==> src/logic/hpld_consts.svh <==
// Purpose: Offsets, field positions, reset values and timing counts.
// Assumes: APB byte addresses, one 32-bit word per register.
// Notes: Definitions only.
`ifndef HPLD_CONSTS_SVH
`define HPLD_CONSTS_SVH
// Register byte offsets.
`define HPLD_OFF_CTRL 12'h000
`define HPLD_OFF_RAMP 12'h004
`define HPLD_OFF_VOL 12'h008
`define HPLD_OFF_STAT 12'h00c
// Control register fields.
`define HPLD_CTL_MUTE_A 0
`define HPLD_CTL_MUTE_B 1
`define HPLD_CTL_HEADPHONE_POWER_DOWN 2
`define HPLD_CTL_CAPTURE_CONVERTER_POWER_DOWN 3
`define HPLD_CTL_HPF_EN 4
`define HPLD_CTL_LATCH 5
`define HPLD_CTL_LD_EN 6
`define HPLD_CTL_MAXLVL 7
`define HPLD_CTL_BIAS_LSB 8
`define HPLD_CTL_SUPPLY_LSB 10
`define HPLD_CTL_LOADCOMP 13
// Reset value: both channels muted, everything powered down.
`define HPLD_CTRL_RST 32'h0000_000f
// Ramp register fields.
`define HPLD_RMP_ASR_LSB 0
`define HPLD_RMP_DSR_LSB 4
`define HPLD_RMP_SLOW_LSB 8
`define HPLD_SLOW_ON 3'h7
// Status register fields.
`define HPLD_ST_RES_LSB 0
`define HPLD_ST_CAP 2
`define HPLD_ST_DONE 3
`define HPLD_ST_BUSY 4
// Resistance codes.
`define HPLD_RES_15 2'h0
`define HPLD_RES_30 2'h1
`define HPLD_RES_3K 2'h2
// Timing.
`define HPLD_CLK_HZ 10000000
`define HPLD_TONE_HZ 24000
`define HPLD_TONE_HALF (`HPLD_CLK_HZ / (2 * `HPLD_TONE_HZ))
`define HPLD_SETTLE_US 1000
`define HPLD_SETTLE_CYC (`HPLD_CLK_HZ / 1000000 * `HPLD_SETTLE_US)
`define HPLD_MAX_STEP_FS 72
`endif

==> src/logic/hpld_pkg.sv <==
// Purpose: Types and shared arithmetic of the headphone load block.
// Assumes: Constants come from the header.
// Notes: No state lives here.
`include "hpld_consts.svh"
package hpld_pkg;
  // Detection sequencer states.
  typedef enum logic [1:0] {LD_IDLE, LD_RES_LO, LD_RES_HI, LD_CAP} hpld_state_e;
  // Volume code.
  typedef logic [7:0] hpld_vol_t;
  // Sample periods between volume steps, 1 to the ceiling.
  function automatic logic [6:0] hpld_step_delay(input logic [3:0] asr,
                                                 input logic [3:0] dsr);
    logic [8:0] prod;
    prod = ({5'h00, asr} + 9'h001) * ({5'h00, dsr} + 9'h001);
    if (prod > 9'(`HPLD_MAX_STEP_FS)) begin
      return 7'(`HPLD_MAX_STEP_FS);
    end
    return prod[6:0];
  endfunction
endpackage

==> src/logic/hpld_ramp_if.sv <==
// Purpose: Carries volume setup between register file and stepper.
// Assumes: Single clock domain.
// Notes: ctl drives, stp answers with the current volume.
`timescale 1ns/1ps
interface hpld_ramp_if;
  logic fs_tick; // One-cycle sample period mark.
  logic slow_en; // Stepping enabled.
  logic [3:0] asr; // Analog ramp rate.
  logic [3:0] dsr; // Digital ramp rate.
  hpld_pkg::hpld_vol_t target; // Requested volume.
  hpld_pkg::hpld_vol_t current; // Applied volume.
  modport ctl(output fs_tick, slow_en, asr, dsr, target, input current);
  modport stp(input fs_tick, slow_en, asr, dsr, target, output current);
endinterface

==> src/logic/hpld_top.sv <==
// Purpose: Headphone output control, load detection and volume ramp.
// Assumes: APB slave on pclk at 10 MHz; analog comparators on pins.
// Notes: Every access has one wait state; unmapped addresses error.
// Functional notes
// - Per-channel analog mute bits mute outputs.
// - DAC power follows its driver power-down.
// - Detection on channel A; loads must match.
// - Plug event with enable starts detection.
// - Tone on channel A; measure chosen contact.
// - Resistance code 00, 01, 10; 11 reserved.
// - Below 300 ohms skips capacitance, reports low.
// - Completion sets done flag and capacitance.
// - Slow start 111 steps every volume code.
// - Step wait is 1 to 72 periods.
// - Without ramping, volume applies next edge.
//
// Decided for this implementation: the APB register port and the address map.
`timescale 1ns/1ps
`include "hpld_consts.svh"
module hpld_top #(
  parameter int unsigned SETTLE_CYC = `HPLD_SETTLE_CYC // Cycles per measurement.
) (
  input wire logic pclk, // APB clock, 10 MHz.
  input wire logic presetn, // Async reset, active low.
  input wire logic psel, // APB select.
  input wire logic penable, // APB access phase.
  input wire logic pwrite, // APB write.
  input wire logic [11:0] paddr, // APB byte address.
  input wire logic [31:0] pwdata, // APB write data.
  output logic [31:0] prdata, // APB read data.
  output logic pready, // APB ready.
  output logic pslverr, // APB error on unmapped address.
  input wire logic fs_tick, // Sample period pulse, same clock.
  input wire logic plug_detect, // Headphone plug sense pin.
  input wire logic headset_type_four, // Headset type: measure contact four.
  input wire logic meas_above_ref, // Comparator: load above reference.
  input wire logic meas_cap_high, // Comparator: high capacitance.
  output logic headphone_out_chan_a_tone, // Test tone to channel A.
  output logic tone_enable, // Tone drive active.
  output logic contact_four_select, // Measure contact four.
  output logic contact_three_select, // Measure contact three.
  output logic [1:0] rbank_ref_sel, // Reference resistor choice.
  output logic cap_meas_enable, // Capacitance measurement on.
  output logic analog_mute_chan_a, // Mute channel A.
  output logic analog_mute_chan_b, // Mute channel B.
  output logic headphone_power_down, // Headphone driver down.
  output logic dac_a_power_down, // DAC A down.
  output logic dac_b_power_down, // DAC B down.
  output logic capture_converter_power_down, // ADC down.
  output logic playback_highpass_enable, // DAC high-pass on.
  output logic latch_to_standby_supply, // Latch to standby supply.
  output logic [1:0] headset_bias_control, // Headset bias mode.
  output logic [2:0] adaptive_supply_select, // Amplifier supply mode.
  output logic hp_max_level_select, // Full-scale level choice.
  output logic amp_load_compensation, // Amplifier compensation.
  output hpld_pkg::hpld_vol_t volume_level // Applied volume.
);
  import hpld_pkg::*;

  localparam int TONE_HALF = `HPLD_TONE_HALF; // Cycles per tone half period.

  // Bus handshake state.
  logic pready_ff; // Second access cycle marker.
  logic pslverr_ff; // Error answer.
  logic [31:0] prdata_ff; // Registered read data.
  logic apb_acc; // Access phase, first or second cycle.
  logic addr_hit; // Address is mapped.
  logic wr_ctrl; // Write to control takes effect.
  logic wr_ramp; // Write to ramp takes effect.
  logic wr_vol; // Write to volume takes effect.
  logic wr_stat; // Write to status takes effect.
  logic [31:0] rd_word; // Read multiplexer.

  // Control fields.
  logic mute_a_ff; // Channel A mute.
  logic mute_b_ff; // Channel B mute.
  logic headphone_power_down_ff; // Headphone power-down.
  logic capture_converter_power_down_ff; // Capture converter power-down.
  logic hpf_en_ff; // High-pass enable.
  logic latch_ff; // Latch to standby supply.
  logic ld_en_ff; // Load-detect enable.
  logic maxlvl_ff; // Maximum level choice.
  logic [1:0] bias_ff; // Headset bias.
  logic [2:0] supply_ff; // Supply selection.
  logic loadcomp_ff; // Load compensation.
  logic [3:0] asr_ff; // Analog ramp rate.
  logic [3:0] dsr_ff; // Digital ramp rate.
  logic [2:0] slow_ff; // Slow start field.
  hpld_vol_t vol_tgt_ff; // Requested volume.

  // Pin synchronisers and edge detect.
  logic [3:0] sync1_ff; // First stage, read only by second stage.
  logic [3:0] sync2_ff; // Second stage.
  logic plug_prev_ff; // Plug level one cycle ago.
  logic plug_rise; // Plug-in event.

  // Sequencer.
  hpld_state_e state_ff; // Current state.
  hpld_state_e nxt_state; // Next state.
  logic [15:0] settle_ff; // Measurement settle count.
  logic meas_done; // Settle time elapsed.
  logic start; // Begin detection.
  logic fin; // Sequence completes now.
  logic [1:0] nxt_res; // Resistance result to store.
  logic nxt_cap; // Capacitance result to store.
  logic [1:0] res_ff; // Stored resistance code.
  logic cap_ff; // Stored capacitance result.
  logic done_ff; // Detection done flag.
  logic four_ff; // Contact four chosen.
  logic tone_ff; // Tone level.
  logic tone_en_ff; // Tone active.
  logic [7:0] tone_cnt_ff; // Tone half-period count.
  logic [1:0] ref_ff; // Reference selection.
  logic cap_en_ff; // Capacitance measurement on.
  logic four_pick; // Contact choice as of the next edge.
  logic sel4_ff; // Contact four measured now.
  logic sel3_ff; // Contact three measured now.

  hpld_ramp_if rif(); // Link to the volume stepper.

  // Decode the full byte address; only four word offsets are mapped.
  always_comb begin
    apb_acc = psel && penable;
    addr_hit = (paddr == `HPLD_OFF_CTRL) || (paddr == `HPLD_OFF_RAMP) ||
               (paddr == `HPLD_OFF_VOL) || (paddr == `HPLD_OFF_STAT);
    wr_ctrl = apb_acc && pready_ff && pwrite && (paddr == `HPLD_OFF_CTRL);
    wr_ramp = apb_acc && pready_ff && pwrite && (paddr == `HPLD_OFF_RAMP);
    wr_vol = apb_acc && pready_ff && pwrite && (paddr == `HPLD_OFF_VOL);
    wr_stat = apb_acc && pready_ff && pwrite && (paddr == `HPLD_OFF_STAT);
  end

  // Read multiplexer; unused bits read as zero.
  always_comb begin
    rd_word = 32'h0000_0000;
    unique case (paddr)
      `HPLD_OFF_CTRL: begin
        rd_word[`HPLD_CTL_MUTE_A] = mute_a_ff;
        rd_word[`HPLD_CTL_MUTE_B] = mute_b_ff;
        rd_word[`HPLD_CTL_HEADPHONE_POWER_DOWN] = headphone_power_down_ff;
        rd_word[`HPLD_CTL_CAPTURE_CONVERTER_POWER_DOWN] = capture_converter_power_down_ff;
        rd_word[`HPLD_CTL_HPF_EN] = hpf_en_ff;
        rd_word[`HPLD_CTL_LATCH] = latch_ff;
        rd_word[`HPLD_CTL_LD_EN] = ld_en_ff;
        rd_word[`HPLD_CTL_MAXLVL] = maxlvl_ff;
        rd_word[`HPLD_CTL_BIAS_LSB +: 2] = bias_ff;
        rd_word[`HPLD_CTL_SUPPLY_LSB +: 3] = supply_ff;
        rd_word[`HPLD_CTL_LOADCOMP] = loadcomp_ff;
      end
      `HPLD_OFF_RAMP: begin
        rd_word[`HPLD_RMP_ASR_LSB +: 4] = asr_ff;
        rd_word[`HPLD_RMP_DSR_LSB +: 4] = dsr_ff;
        rd_word[`HPLD_RMP_SLOW_LSB +: 3] = slow_ff;
      end
      // Volume reads back what is applied, not what was asked.
      `HPLD_OFF_VOL: begin
        rd_word[7:0] = rif.current;
      end
      `HPLD_OFF_STAT: begin
        rd_word[`HPLD_ST_RES_LSB +: 2] = res_ff;
        rd_word[`HPLD_ST_CAP] = cap_ff;
        rd_word[`HPLD_ST_DONE] = done_ff;
        rd_word[`HPLD_ST_BUSY] = (state_ff != LD_IDLE);
      end
      default: begin
        rd_word = 32'h0000_0000;
      end
    endcase
  end

  // Answer in the second access cycle; data and error come from flops.
  always_ff @(posedge pclk or negedge presetn) begin
    if (!presetn) begin
      pready_ff <= 1'b0;
      pslverr_ff <= 1'b0;
      prdata_ff <= 32'h0000_0000;
    end else begin
      pready_ff <= apb_acc && !pready_ff;
      pslverr_ff <= apb_acc && !pready_ff && !addr_hit;
      if (apb_acc && !pready_ff && !pwrite) begin
        prdata_ff <= rd_word;
      end
    end
  end

  // Control register; reset leaves the path muted and powered down.
  always_ff @(posedge pclk or negedge presetn) begin
    if (!presetn) begin
      mute_a_ff <= 1'(`HPLD_CTRL_RST >> `HPLD_CTL_MUTE_A);
      mute_b_ff <= 1'(`HPLD_CTRL_RST >> `HPLD_CTL_MUTE_B);
      headphone_power_down_ff <= 1'(`HPLD_CTRL_RST >> `HPLD_CTL_HEADPHONE_POWER_DOWN);
      capture_converter_power_down_ff <= 1'(`HPLD_CTRL_RST >> `HPLD_CTL_CAPTURE_CONVERTER_POWER_DOWN);
      hpf_en_ff <= 1'b0;
      latch_ff <= 1'b0;
      ld_en_ff <= 1'b0;
      maxlvl_ff <= 1'b0;
      bias_ff <= 2'h0;
      supply_ff <= 3'h0;
      loadcomp_ff <= 1'b0;
    end else if (wr_ctrl) begin
      mute_a_ff <= pwdata[`HPLD_CTL_MUTE_A];
      mute_b_ff <= pwdata[`HPLD_CTL_MUTE_B];
      headphone_power_down_ff <= pwdata[`HPLD_CTL_HEADPHONE_POWER_DOWN];
      capture_converter_power_down_ff <= pwdata[`HPLD_CTL_CAPTURE_CONVERTER_POWER_DOWN];
      hpf_en_ff <= pwdata[`HPLD_CTL_HPF_EN];
      latch_ff <= pwdata[`HPLD_CTL_LATCH];
      ld_en_ff <= pwdata[`HPLD_CTL_LD_EN];
      // The level is taken as written; muting first is software's duty.
      maxlvl_ff <= pwdata[`HPLD_CTL_MAXLVL];
      bias_ff <= pwdata[`HPLD_CTL_BIAS_LSB +: 2];
      supply_ff <= pwdata[`HPLD_CTL_SUPPLY_LSB +: 3];
      loadcomp_ff <= pwdata[`HPLD_CTL_LOADCOMP];
    end
  end

  // Ramp and volume registers.
  always_ff @(posedge pclk or negedge presetn) begin
    if (!presetn) begin
      asr_ff <= 4'h0;
      dsr_ff <= 4'h0;
      slow_ff <= 3'h0;
      vol_tgt_ff <= 8'h00;
    end else begin
      if (wr_ramp) begin
        asr_ff <= pwdata[`HPLD_RMP_ASR_LSB +: 4];
        dsr_ff <= pwdata[`HPLD_RMP_DSR_LSB +: 4];
        slow_ff <= pwdata[`HPLD_RMP_SLOW_LSB +: 3];
      end
      if (wr_vol) begin
        vol_tgt_ff <= pwdata[7:0];
      end
    end
  end

  // Pins cross two flops before any logic reads them.
  always_ff @(posedge pclk or negedge presetn) begin
    if (!presetn) begin
      sync1_ff <= 4'h0;
      sync2_ff <= 4'h0;
      plug_prev_ff <= 1'b0;
    end else begin
      sync1_ff <= {plug_detect, headset_type_four, meas_above_ref, meas_cap_high};
      sync2_ff <= sync1_ff;
      plug_prev_ff <= sync2_ff[3];
    end
  end

  // Sequencer decisions. A plug event during a run is ignored.
  always_comb begin
    plug_rise = sync2_ff[3] && !plug_prev_ff;
    start = plug_rise && ld_en_ff && (state_ff == LD_IDLE);
    meas_done = (settle_ff == 16'(SETTLE_CYC - 1));
    four_pick = start ? sync2_ff[2] : four_ff;
    nxt_state = state_ff;
    fin = 1'b0;
    nxt_res = res_ff;
    nxt_cap = cap_ff;
    unique case (state_ff)
      LD_IDLE: begin
        if (start) begin
          nxt_state = LD_RES_LO;
        end
      end
      LD_RES_LO: begin
        if (meas_done && !sync2_ff[1]) begin
          fin = 1'b1;
          nxt_res = `HPLD_RES_15;
          nxt_cap = 1'b0;
        end else if (meas_done) begin
          nxt_state = LD_RES_HI;
        end
      end
      LD_RES_HI: begin
        if (meas_done && !sync2_ff[1]) begin
          fin = 1'b1;
          nxt_res = `HPLD_RES_30;
          nxt_cap = 1'b0;
        end else if (meas_done) begin
          nxt_state = LD_CAP;
        end
      end
      LD_CAP: begin
        if (meas_done) begin
          fin = 1'b1;
          nxt_res = `HPLD_RES_3K;
          nxt_cap = sync2_ff[0];
        end
      end
    endcase
    if (fin) begin
      nxt_state = LD_IDLE;
    end
  end

  // State and settle counter; each measurement gets the same settle time.
  always_ff @(posedge pclk or negedge presetn) begin
    if (!presetn) begin
      state_ff <= LD_IDLE;
      settle_ff <= 16'h0000;
    end else begin
      state_ff <= nxt_state;
      if (nxt_state != state_ff || state_ff == LD_IDLE) begin
        settle_ff <= 16'h0000;
      end else begin
        settle_ff <= settle_ff + 16'h0001;
      end
    end
  end

  // Results change only at completion.
  always_ff @(posedge pclk or negedge presetn) begin
    if (!presetn) begin
      res_ff <= `HPLD_RES_15;
      cap_ff <= 1'b0;
    end else if (fin) begin
      res_ff <= nxt_res;
      cap_ff <= nxt_cap;
    end
  end

  // Done flag: the completion set wins over a clear in the same cycle.
  always_ff @(posedge pclk or negedge presetn) begin
    if (!presetn) begin
      done_ff <= 1'b0;
    end else if (fin) begin
      done_ff <= 1'b1;
    end else if (start || (wr_stat && pwdata[`HPLD_ST_DONE])) begin
      done_ff <= 1'b0;
    end
  end

  // Measurement steering, registered from the next state.
  always_ff @(posedge pclk or negedge presetn) begin
    if (!presetn) begin
      four_ff <= 1'b0;
      sel4_ff <= 1'b0;
      sel3_ff <= 1'b0;
      ref_ff <= 2'h0;
      cap_en_ff <= 1'b0;
      tone_en_ff <= 1'b0;
    end else begin
      four_ff <= four_pick;
      // One contact at a time, and only while the run lasts.
      sel4_ff <= four_pick && (nxt_state != LD_IDLE);
      sel3_ff <= !four_pick && (nxt_state != LD_IDLE);
      ref_ff <= (nxt_state == LD_RES_HI) ? 2'h1 : 2'h0;
      cap_en_ff <= (nxt_state == LD_CAP);
      tone_en_ff <= (nxt_state != LD_IDLE);
    end
  end

  always_ff @(posedge pclk or negedge presetn) begin
    if (!presetn) begin
      tone_ff <= 1'b0;
      tone_cnt_ff <= 8'h00;
    end else if (nxt_state == LD_IDLE) begin
      tone_ff <= 1'b0;
      tone_cnt_ff <= 8'h00;
    end else if (tone_cnt_ff == 8'(TONE_HALF - 1)) begin
      tone_ff <= !tone_ff;
      tone_cnt_ff <= 8'h00;
    end else begin
      tone_cnt_ff <= tone_cnt_ff + 8'h01;
    end
  end

  // Stepper hookup; slow start only with the full enable code.
  // slow start code
  assign rif.slow_en = (slow_ff == `HPLD_SLOW_ON);
  assign rif.fs_tick = fs_tick;
  assign rif.asr = asr_ff;
  assign rif.dsr = dsr_ff;
  assign rif.target = vol_tgt_ff;

  hpld_ramp u_ramp (
    .pclk(pclk),
    .presetn(presetn),
    .rif(rif)
  );

  // Outputs straight from flops.
  assign prdata = prdata_ff;
  assign pready = pready_ff;
  assign pslverr = pslverr_ff;
  assign headphone_out_chan_a_tone = tone_ff;
  assign tone_enable = tone_en_ff;
  assign contact_four_select = sel4_ff;
  assign contact_three_select = sel3_ff;
  assign rbank_ref_sel = ref_ff;
  assign cap_meas_enable = cap_en_ff;
  assign analog_mute_chan_a = mute_a_ff;
  assign analog_mute_chan_b = mute_b_ff;
  assign headphone_power_down = headphone_power_down_ff;
  assign dac_a_power_down = headphone_power_down_ff;
  assign dac_b_power_down = headphone_power_down_ff;
  assign capture_converter_power_down = capture_converter_power_down_ff;
  assign playback_highpass_enable = hpf_en_ff;
  assign latch_to_standby_supply = latch_ff;
  assign headset_bias_control = bias_ff;
  assign adaptive_supply_select = supply_ff;
  assign hp_max_level_select = maxlvl_ff;
  assign amp_load_compensation = loadcomp_ff;
  assign volume_level = rif.current;

  AST_MUTE_A: assert property (@(posedge pclk) disable iff (!presetn)
    wr_ctrl |=> analog_mute_chan_a == $past(pwdata[`HPLD_CTL_MUTE_A]) &&
      analog_mute_chan_b == $past(pwdata[`HPLD_CTL_MUTE_B]))
    else $error("mute bit not applied");

  AST_DAC_PDN: assert property (@(posedge pclk) disable iff (!presetn)
    wr_ctrl |=> dac_a_power_down == $past(pwdata[`HPLD_CTL_HEADPHONE_POWER_DOWN]) &&
      dac_b_power_down == $past(pwdata[`HPLD_CTL_HEADPHONE_POWER_DOWN]))
    else $error("DAC power does not follow driver");

  AST_START: assert property (@(posedge pclk) disable iff (!presetn)
    start |=> state_ff == LD_RES_LO && !done_ff ##1 tone_enable)
    else $error("detection did not start");

  AST_TONE: assert property (@(posedge pclk) disable iff (!presetn)
    nxt_state != LD_IDLE && tone_cnt_ff == 8'(TONE_HALF - 1) |=> tone_ff != $past(tone_ff))
    else $error("tone not toggling");

  AST_CONTACT: assert property (@(posedge pclk) disable iff (!presetn)
    start |=> ##1 contact_four_select == $past(sync2_ff[2], 2))
    else $error("wrong headset contact measured");

  AST_RES_CODE: assert property (@(posedge pclk) disable iff (!presetn)
    fin |=> res_ff != 2'h3)
    else $error("reserved resistance code");

  AST_LOW_CAP: assert property (@(posedge pclk) disable iff (!presetn)
    $rose(done_ff) && res_ff != `HPLD_RES_3K |-> !cap_ff && !$past(cap_en_ff))
    else $error("capacitance measured on low resistance");

  AST_DONE: assert property (@(posedge pclk) disable iff (!presetn)
    fin |=> done_ff && state_ff == LD_IDLE && cap_ff == $past(nxt_cap))
    else $error("done flag not set");

  AST_HOLD: assert property (@(posedge pclk) disable iff (!presetn)
    !fin |=> $stable(res_ff) && $stable(cap_ff))
    else $error("result changed outside completion");
endmodule

==> src/logic/hpld_ramp.sv <==
// Purpose: Volume stepper with a delay counted in sample periods.
// Assumes: fs_tick is a one-cycle pulse on pclk.
// Notes: Current volume comes straight from a flop.
`timescale 1ns/1ps
module hpld_ramp (
  input wire logic pclk, // Clock.
  input wire logic presetn, // Async reset, active low.
  hpld_ramp_if.stp rif // Volume setup and result.
);
  import hpld_pkg::*;

  hpld_vol_t cur_ff; // Applied volume.
  logic [6:0] wait_ff; // Sample periods seen since last step.
  logic [6:0] dly; // Required periods between steps.
  logic step; // Take one step now.

  // The delay is re-read every tick, so a rate change acts at once.
  always_comb begin
    dly = hpld_step_delay(rif.asr, rif.dsr);
    step = rif.fs_tick && (wait_ff + 7'h01 >= dly);
  end

  always_ff @(posedge pclk or negedge presetn) begin
    if (!presetn) begin
      wait_ff <= 7'h00;
    end else if (!rif.slow_en || cur_ff == rif.target || step) begin
      wait_ff <= 7'h00;
    end else if (rif.fs_tick) begin
      wait_ff <= wait_ff + 7'h01;
    end
  end

  // Volume update, stepping one code at a time or jumping.
  always_ff @(posedge pclk or negedge presetn) begin
    if (!presetn) begin
      cur_ff <= 8'h00;
    end else if (!rif.slow_en) begin
      cur_ff <= rif.target;
    end else if (step && cur_ff < rif.target) begin
      cur_ff <= cur_ff + 8'h01;
    end else if (step && cur_ff > rif.target) begin
      cur_ff <= cur_ff - 8'h01;
    end
  end

  assign rif.current = cur_ff;

  AST_IMMEDIATE: assert property (@(posedge pclk) disable iff (!presetn)
    !rif.slow_en |=> cur_ff == $past(rif.target))
    else $error("volume not applied at once");

  AST_ONE_STEP: assert property (@(posedge pclk) disable iff (!presetn)
    rif.slow_en && $past(rif.slow_en) |->
      (cur_ff == $past(cur_ff) || cur_ff == $past(cur_ff) + 8'h01 ||
       cur_ff == $past(cur_ff) - 8'h01))
    else $error("volume skipped a step");

  AST_STEP_ON_TICK: assert property (@(posedge pclk) disable iff (!presetn)
    rif.slow_en && !$past(rif.fs_tick) && $past(rif.slow_en) |-> $stable(cur_ff))
    else $error("volume stepped without a sample period");
endmodule

==> config.mk <==
export PLATFORM = sky130hd
export DESIGN_NAME = hpld_top
export DESIGN_NICKNAME = d
export VERILOG_FILES = /design/src/logic/hpld_pkg.sv /design/src/logic/hpld_ramp_if.sv /design/src/logic/hpld_top.sv /design/src/logic/hpld_ramp.sv
export VERILOG_INCLUDE_DIRS = /design/src /design/src/logic
export SDC_FILE = /design/constraint.sdc
export NUM_CORES = 1
export LEC_CHECK = 0
export BUFFER_PORTS_ARGS = -buffer_cell sky130_fd_sc_hd__buf_2
export CORE_MARGIN = 8
export CORE_UTILIZATION = 51
export CTS_BUF_LIST = sky130_fd_sc_hd__clkbuf_16
export DETAILED_ROUTE_END_ITERATION = 7
export GPL_ROUTABILITY_DRIVEN = 0
export PLACE_DENSITY = 0.74
export SETUP_SLACK_MARGIN = 0.4
export SYNTH_ARGS = -nofsm -noshare
export SYNTH_HDL_FRONTEND = slang
export SYNTH_SLANG_ARGS = --single-unit
==> constraint.sdc <==
create_clock -name pclk -period 6.5 [get_ports pclk]
set_input_delay 1.3 -clock pclk [delete_from_list [all_inputs] [get_ports pclk]]
set_output_delay 1.3 -clock pclk [all_outputs]
set_load 0.05 [all_outputs]
==> results.sh <==
export IMPL_status="completed"
export IMPL_die_h_um=130
export IMPL_gr_usage_all_layers_pct=19.6
export IMPL_cp_slowest_cell="fa_1"
export IMPL_syn_area_um2=6670
export IMPL_criticalPathCategory="flop to flop"
export IMPL_drcViolationCount=0
export IMPL_crit_start="dsr_ff[1]$_DFFE_PN0P_"
export IMPL_critPathLaunchType="flop"
export IMPL_cp_slowest_stage_delay_ns=0.54
export IMPL_required_ns=6.74
export IMPL_cts_made_buffers=9
export IMPL_power_mw=1.34
export IMPL_min_path_type="flop to flop"
export IMPL_synth_edff_count=0
export IMPL_max_cap_violations=0
export IMPL_synth_common_cells="dfrtp_1 (106), nor2_1 (71), nand2_1 (65), ha_1 (49), o21ai_0 (33)"
export IMPL_die_width_um=130
export IMPL_r2r_start="dsr_ff[1]$_DFFE_PN0P_"
export IMPL_gr_total_overflow=0
export IMPL_drt_initial_drc_count=343
export IMPL_routedWlPerCell_um=17.0
export IMPL_vias=5221
export IMPL_cts_root_buf="clkbuf_16"
export IMPL_crit_path_end_kind="flop"
export IMPL_syn_avg_cell_area_um2=9.96
export IMPL_hold_viol_final=0
export IMPL_rr_worst_depth=30
export IMPL_ys_ff_latch=110
export IMPL_drtAntennaViolNets=0
export IMPL_worstPathArrival_ns=6.55
export IMPL_grt_max_degree=67
export IMPL_irDropWorstVdd_mv=0.182
export IMPL_ys_warn_count=0
export IMPL_cts_tree="done"
export IMPL_start_util_pct=52.6
export IMPL_relSlewSlack_pct=43.8
export IMPL_fp_dieArea_um2=17000
export IMPL_yosys_area_top_type="dfrtp_1"
export IMPL_num_nets_final=888
export IMPL_numPortBuffers=80
export IMPL_grt_pass1_vias=5397
export IMPL_drtPass1Iterations=4
export IMPL_seq_area_frac_synth_pct=41.4
export IMPL_synth_cell_types=65
export IMPL_synthArstFlopShare_pct=100
export IMPL_setup_violations=0
export IMPL_reg2reg_to="u_ramp.rif.current[7]$_DFFE_PN0P_"
export IMPL_cts_hold_buf=0
export IMPL_clock_sinks=110
export IMPL_rows=41
export IMPL_grt_pass1_wl_um=26200
export IMPL_power_per_cell_area_nw_per_um2=167
export IMPL_ys_flop_type="dfrtp_1"
export IMPL_fmax_mhz=159
export IMPL_synth_most_common_cell="dfrtp_1"
export IMPL_power_leakage_nw=3.84
export IMPL_synth_area_leaders="dfrtp_1 (40%), ha_1 (9.2%), mux2_2 (4.7%)"
export IMPL_antenna_found_initial=5
export IMPL_fin_skew_ns=0.00738
export IMPL_clk_pin_slew_worst_paths_ns=0.08
export IMPL_whs_ns=0.350
export IMPL_rsz0062_at_grt="true"
export IMPL_hpwl_um=12000
export IMPL_timing_final_crit_share_pct=97.0
export IMPL_yosysTopAreaCellShare_pct=39.8
export IMPL_endpoint="u_ramp.rif.current[7]$_DFFE_PN0P_"
export IMPL_core_um2=12700
export IMPL_rrSetupSlack_ns=0.20
export IMPL_syn_to_final_growth_pct=20.0
export IMPL_critPathMaxFanout=8
export IMPL_syn_inst=669
export IMPL_cts_htree_levels=3
export IMPL_worst_slew_pin_transition_ns=0.842
export IMPL_clkLatencyLatePin_ns=0.36
export IMPL_io_pins=118
export IMPL_clockBufferDepth=2
export IMPL_avgViaCountPerCell=5.47
export IMPL_drt_wl_total_um=16200
export IMPL_drv_slew=0
export IMPL_drive_gt1_share_pct=29.2
export IMPL_fin_crit_ns=6.30
-- layout by cell type (no fill, tap or decap), types with 4 or more instances in the layout --
| cell | instances |
|---|---|
| mux4_2 | 4 |
| nor3_1 | 7 |
| o21ai_0 | 29 |
| and2_1 | 5 |
| and3_1 | 7 |
| xnor2_1 | 25 |
| xor2_1 | 16 |
| a21o_1 | 4 |
| nand3_1 | 24 |
| fa_1 | 7 |
| a21oi_2 | 7 |
| ha_1 | 38 |
| o31ai_1 | 5 |
| buf_6 | 9 |
| clkbuf_16 | 9 |
| nand2b_1 | 9 |
| nand2_1 | 63 |
| or2_2 | 5 |
| nand4_1 | 12 |
| a21oi_1 | 19 |
| dfrtp_1 | 105 |
| conb_1 | 19 |
| buf_4 | 27 |
| nor2_1 | 70 |
| mux2_2 | 28 |
| mux2i_1 | 12 |
| nor2b_1 | 9 |
| buf_2 | 79 |
| ha_4 | 9 |
| dfstp_2 | 4 |
| inv_1 | 31 |
-- flip-flops by register name, summed over array words and instances (netlist names), 2 cells and up --
register	cells
settle_ff	16
prdata	14
rif.target	8
tone_cnt_ff	8
u_ramp.rif.current	8
u_ramp.wait_ff	7
asr_ff	4
dsr_ff	4
sync1_ff	4
sync2_ff	4
adaptive_supply_select	3
slow_ff	3
headset_bias_control	2
res_ff	2
state_ff	2
-- timing repair --
item,CTS,global route
resized for setup,36,18
setup buffers,21,5
pin swaps,21,14
setup endpoints to repair,5,8
-- critical path: cells and delay by family, from the launching register on --
kind,cells,cell delay (ns)
AOI/OAI and AO/OA,10,1.59
and+or+nand+nor,10,1.45
xor gates and xnor gates,1,0.10
buffers and inverters,2,0.22
adders and majority gates,7,2.41
DFF,1,0.42
-- power breakdown --
| group | internal, mW | switching, mW | total [mW] |
|---|---|---|---|
| logic | 0.0215 | 0.0613 | 0.0827 |
| registers | 0.687 | 0.00204 | 0.690 |
| clock network | 0.304 | 0.262 | 0.567 |
-- through the flow --
step / utilization (%) / cell area, um^2 / TNS (ns) / cells / setup WS (ns)
floorplan: - / 6770 / 0 / 687 / 0.375
global placement: 56.8 / 7200 / 0 / 911 / 0.174
detailed placement: 56.8 / 7200 / -0.0353 / 911 / -0.0211
CTS: 62.2 / 7880 / 0 / 948 / 0.343
global route: 63.1 / 8000 / -0.361 / 954 / -0.0953
finish: 63.1 / 8000 / 0 / 954 / 0.196
-- kinds of logic after synthesis --
kind of cell,count (synthesis),share of synthesized area [%]
simple gates,241,17.5
mux,44,7.88
xor+xnor,47,6.18
other cells,1,0.0563
compound gates,99,9.48
fa+ha+maj,58,11.9
buf+inv,69,5.63
flops,110,41.4
-- how the worst min path moves through the flow --
| stage | start | to | slack [ns] | depth (start not counted) |
|---|---|---|---|---|
| final | sync1_ff[1]$_DFF_PN0_ | sync2_ff[1]$_DFF_PN0_ | 0.35 | 0 |
| after global routing | sync1_ff[2]$_DFF_PN0_ | sync2_ff[2]$_DFF_PN0_ | 0.35 | 0 |
| after CTS | sync1_ff[1]$_DFF_PN0_ | sync2_ff[1]$_DFF_PN0_ | 0.35 | 0 |
| after detailed placement | sync1_ff[1]$_DFF_PN0_ | sync2_ff[1]$_DFF_PN0_ | 0.34 | 0 |
| after global placement | sync1_ff[1]$_DFF_PN0_ | sync2_ff[1]$_DFF_PN0_ | 0.33 | 0 |
| after floorplan | sync1_ff[0]$_DFF_PN0_ | sync2_ff[0]$_DFF_PN0_ | 0.33 | 0 |
-- cell type report --
type	count	area (um^2)
tap	172	215
sequential	110	2760
clock inverter	7	80.1
fill	1021	4670
antenna	1	2.50
timing repair buffer	115	699
inverter	32	120
multi-input combinational	508	3890
clock buffer	9	225
-- metal layers --
| metal | wire [um] | global-route usage, % |
|---|---|---|
| met3 | 925 | 5.59 |
| met4 | 320 | 6.01 |
| met1 | 6390 | 22.4 |
| met5 | 50 | 0 |
| met2 | 8540 | 34.7 |
Power figures use the tool's default switching activity.
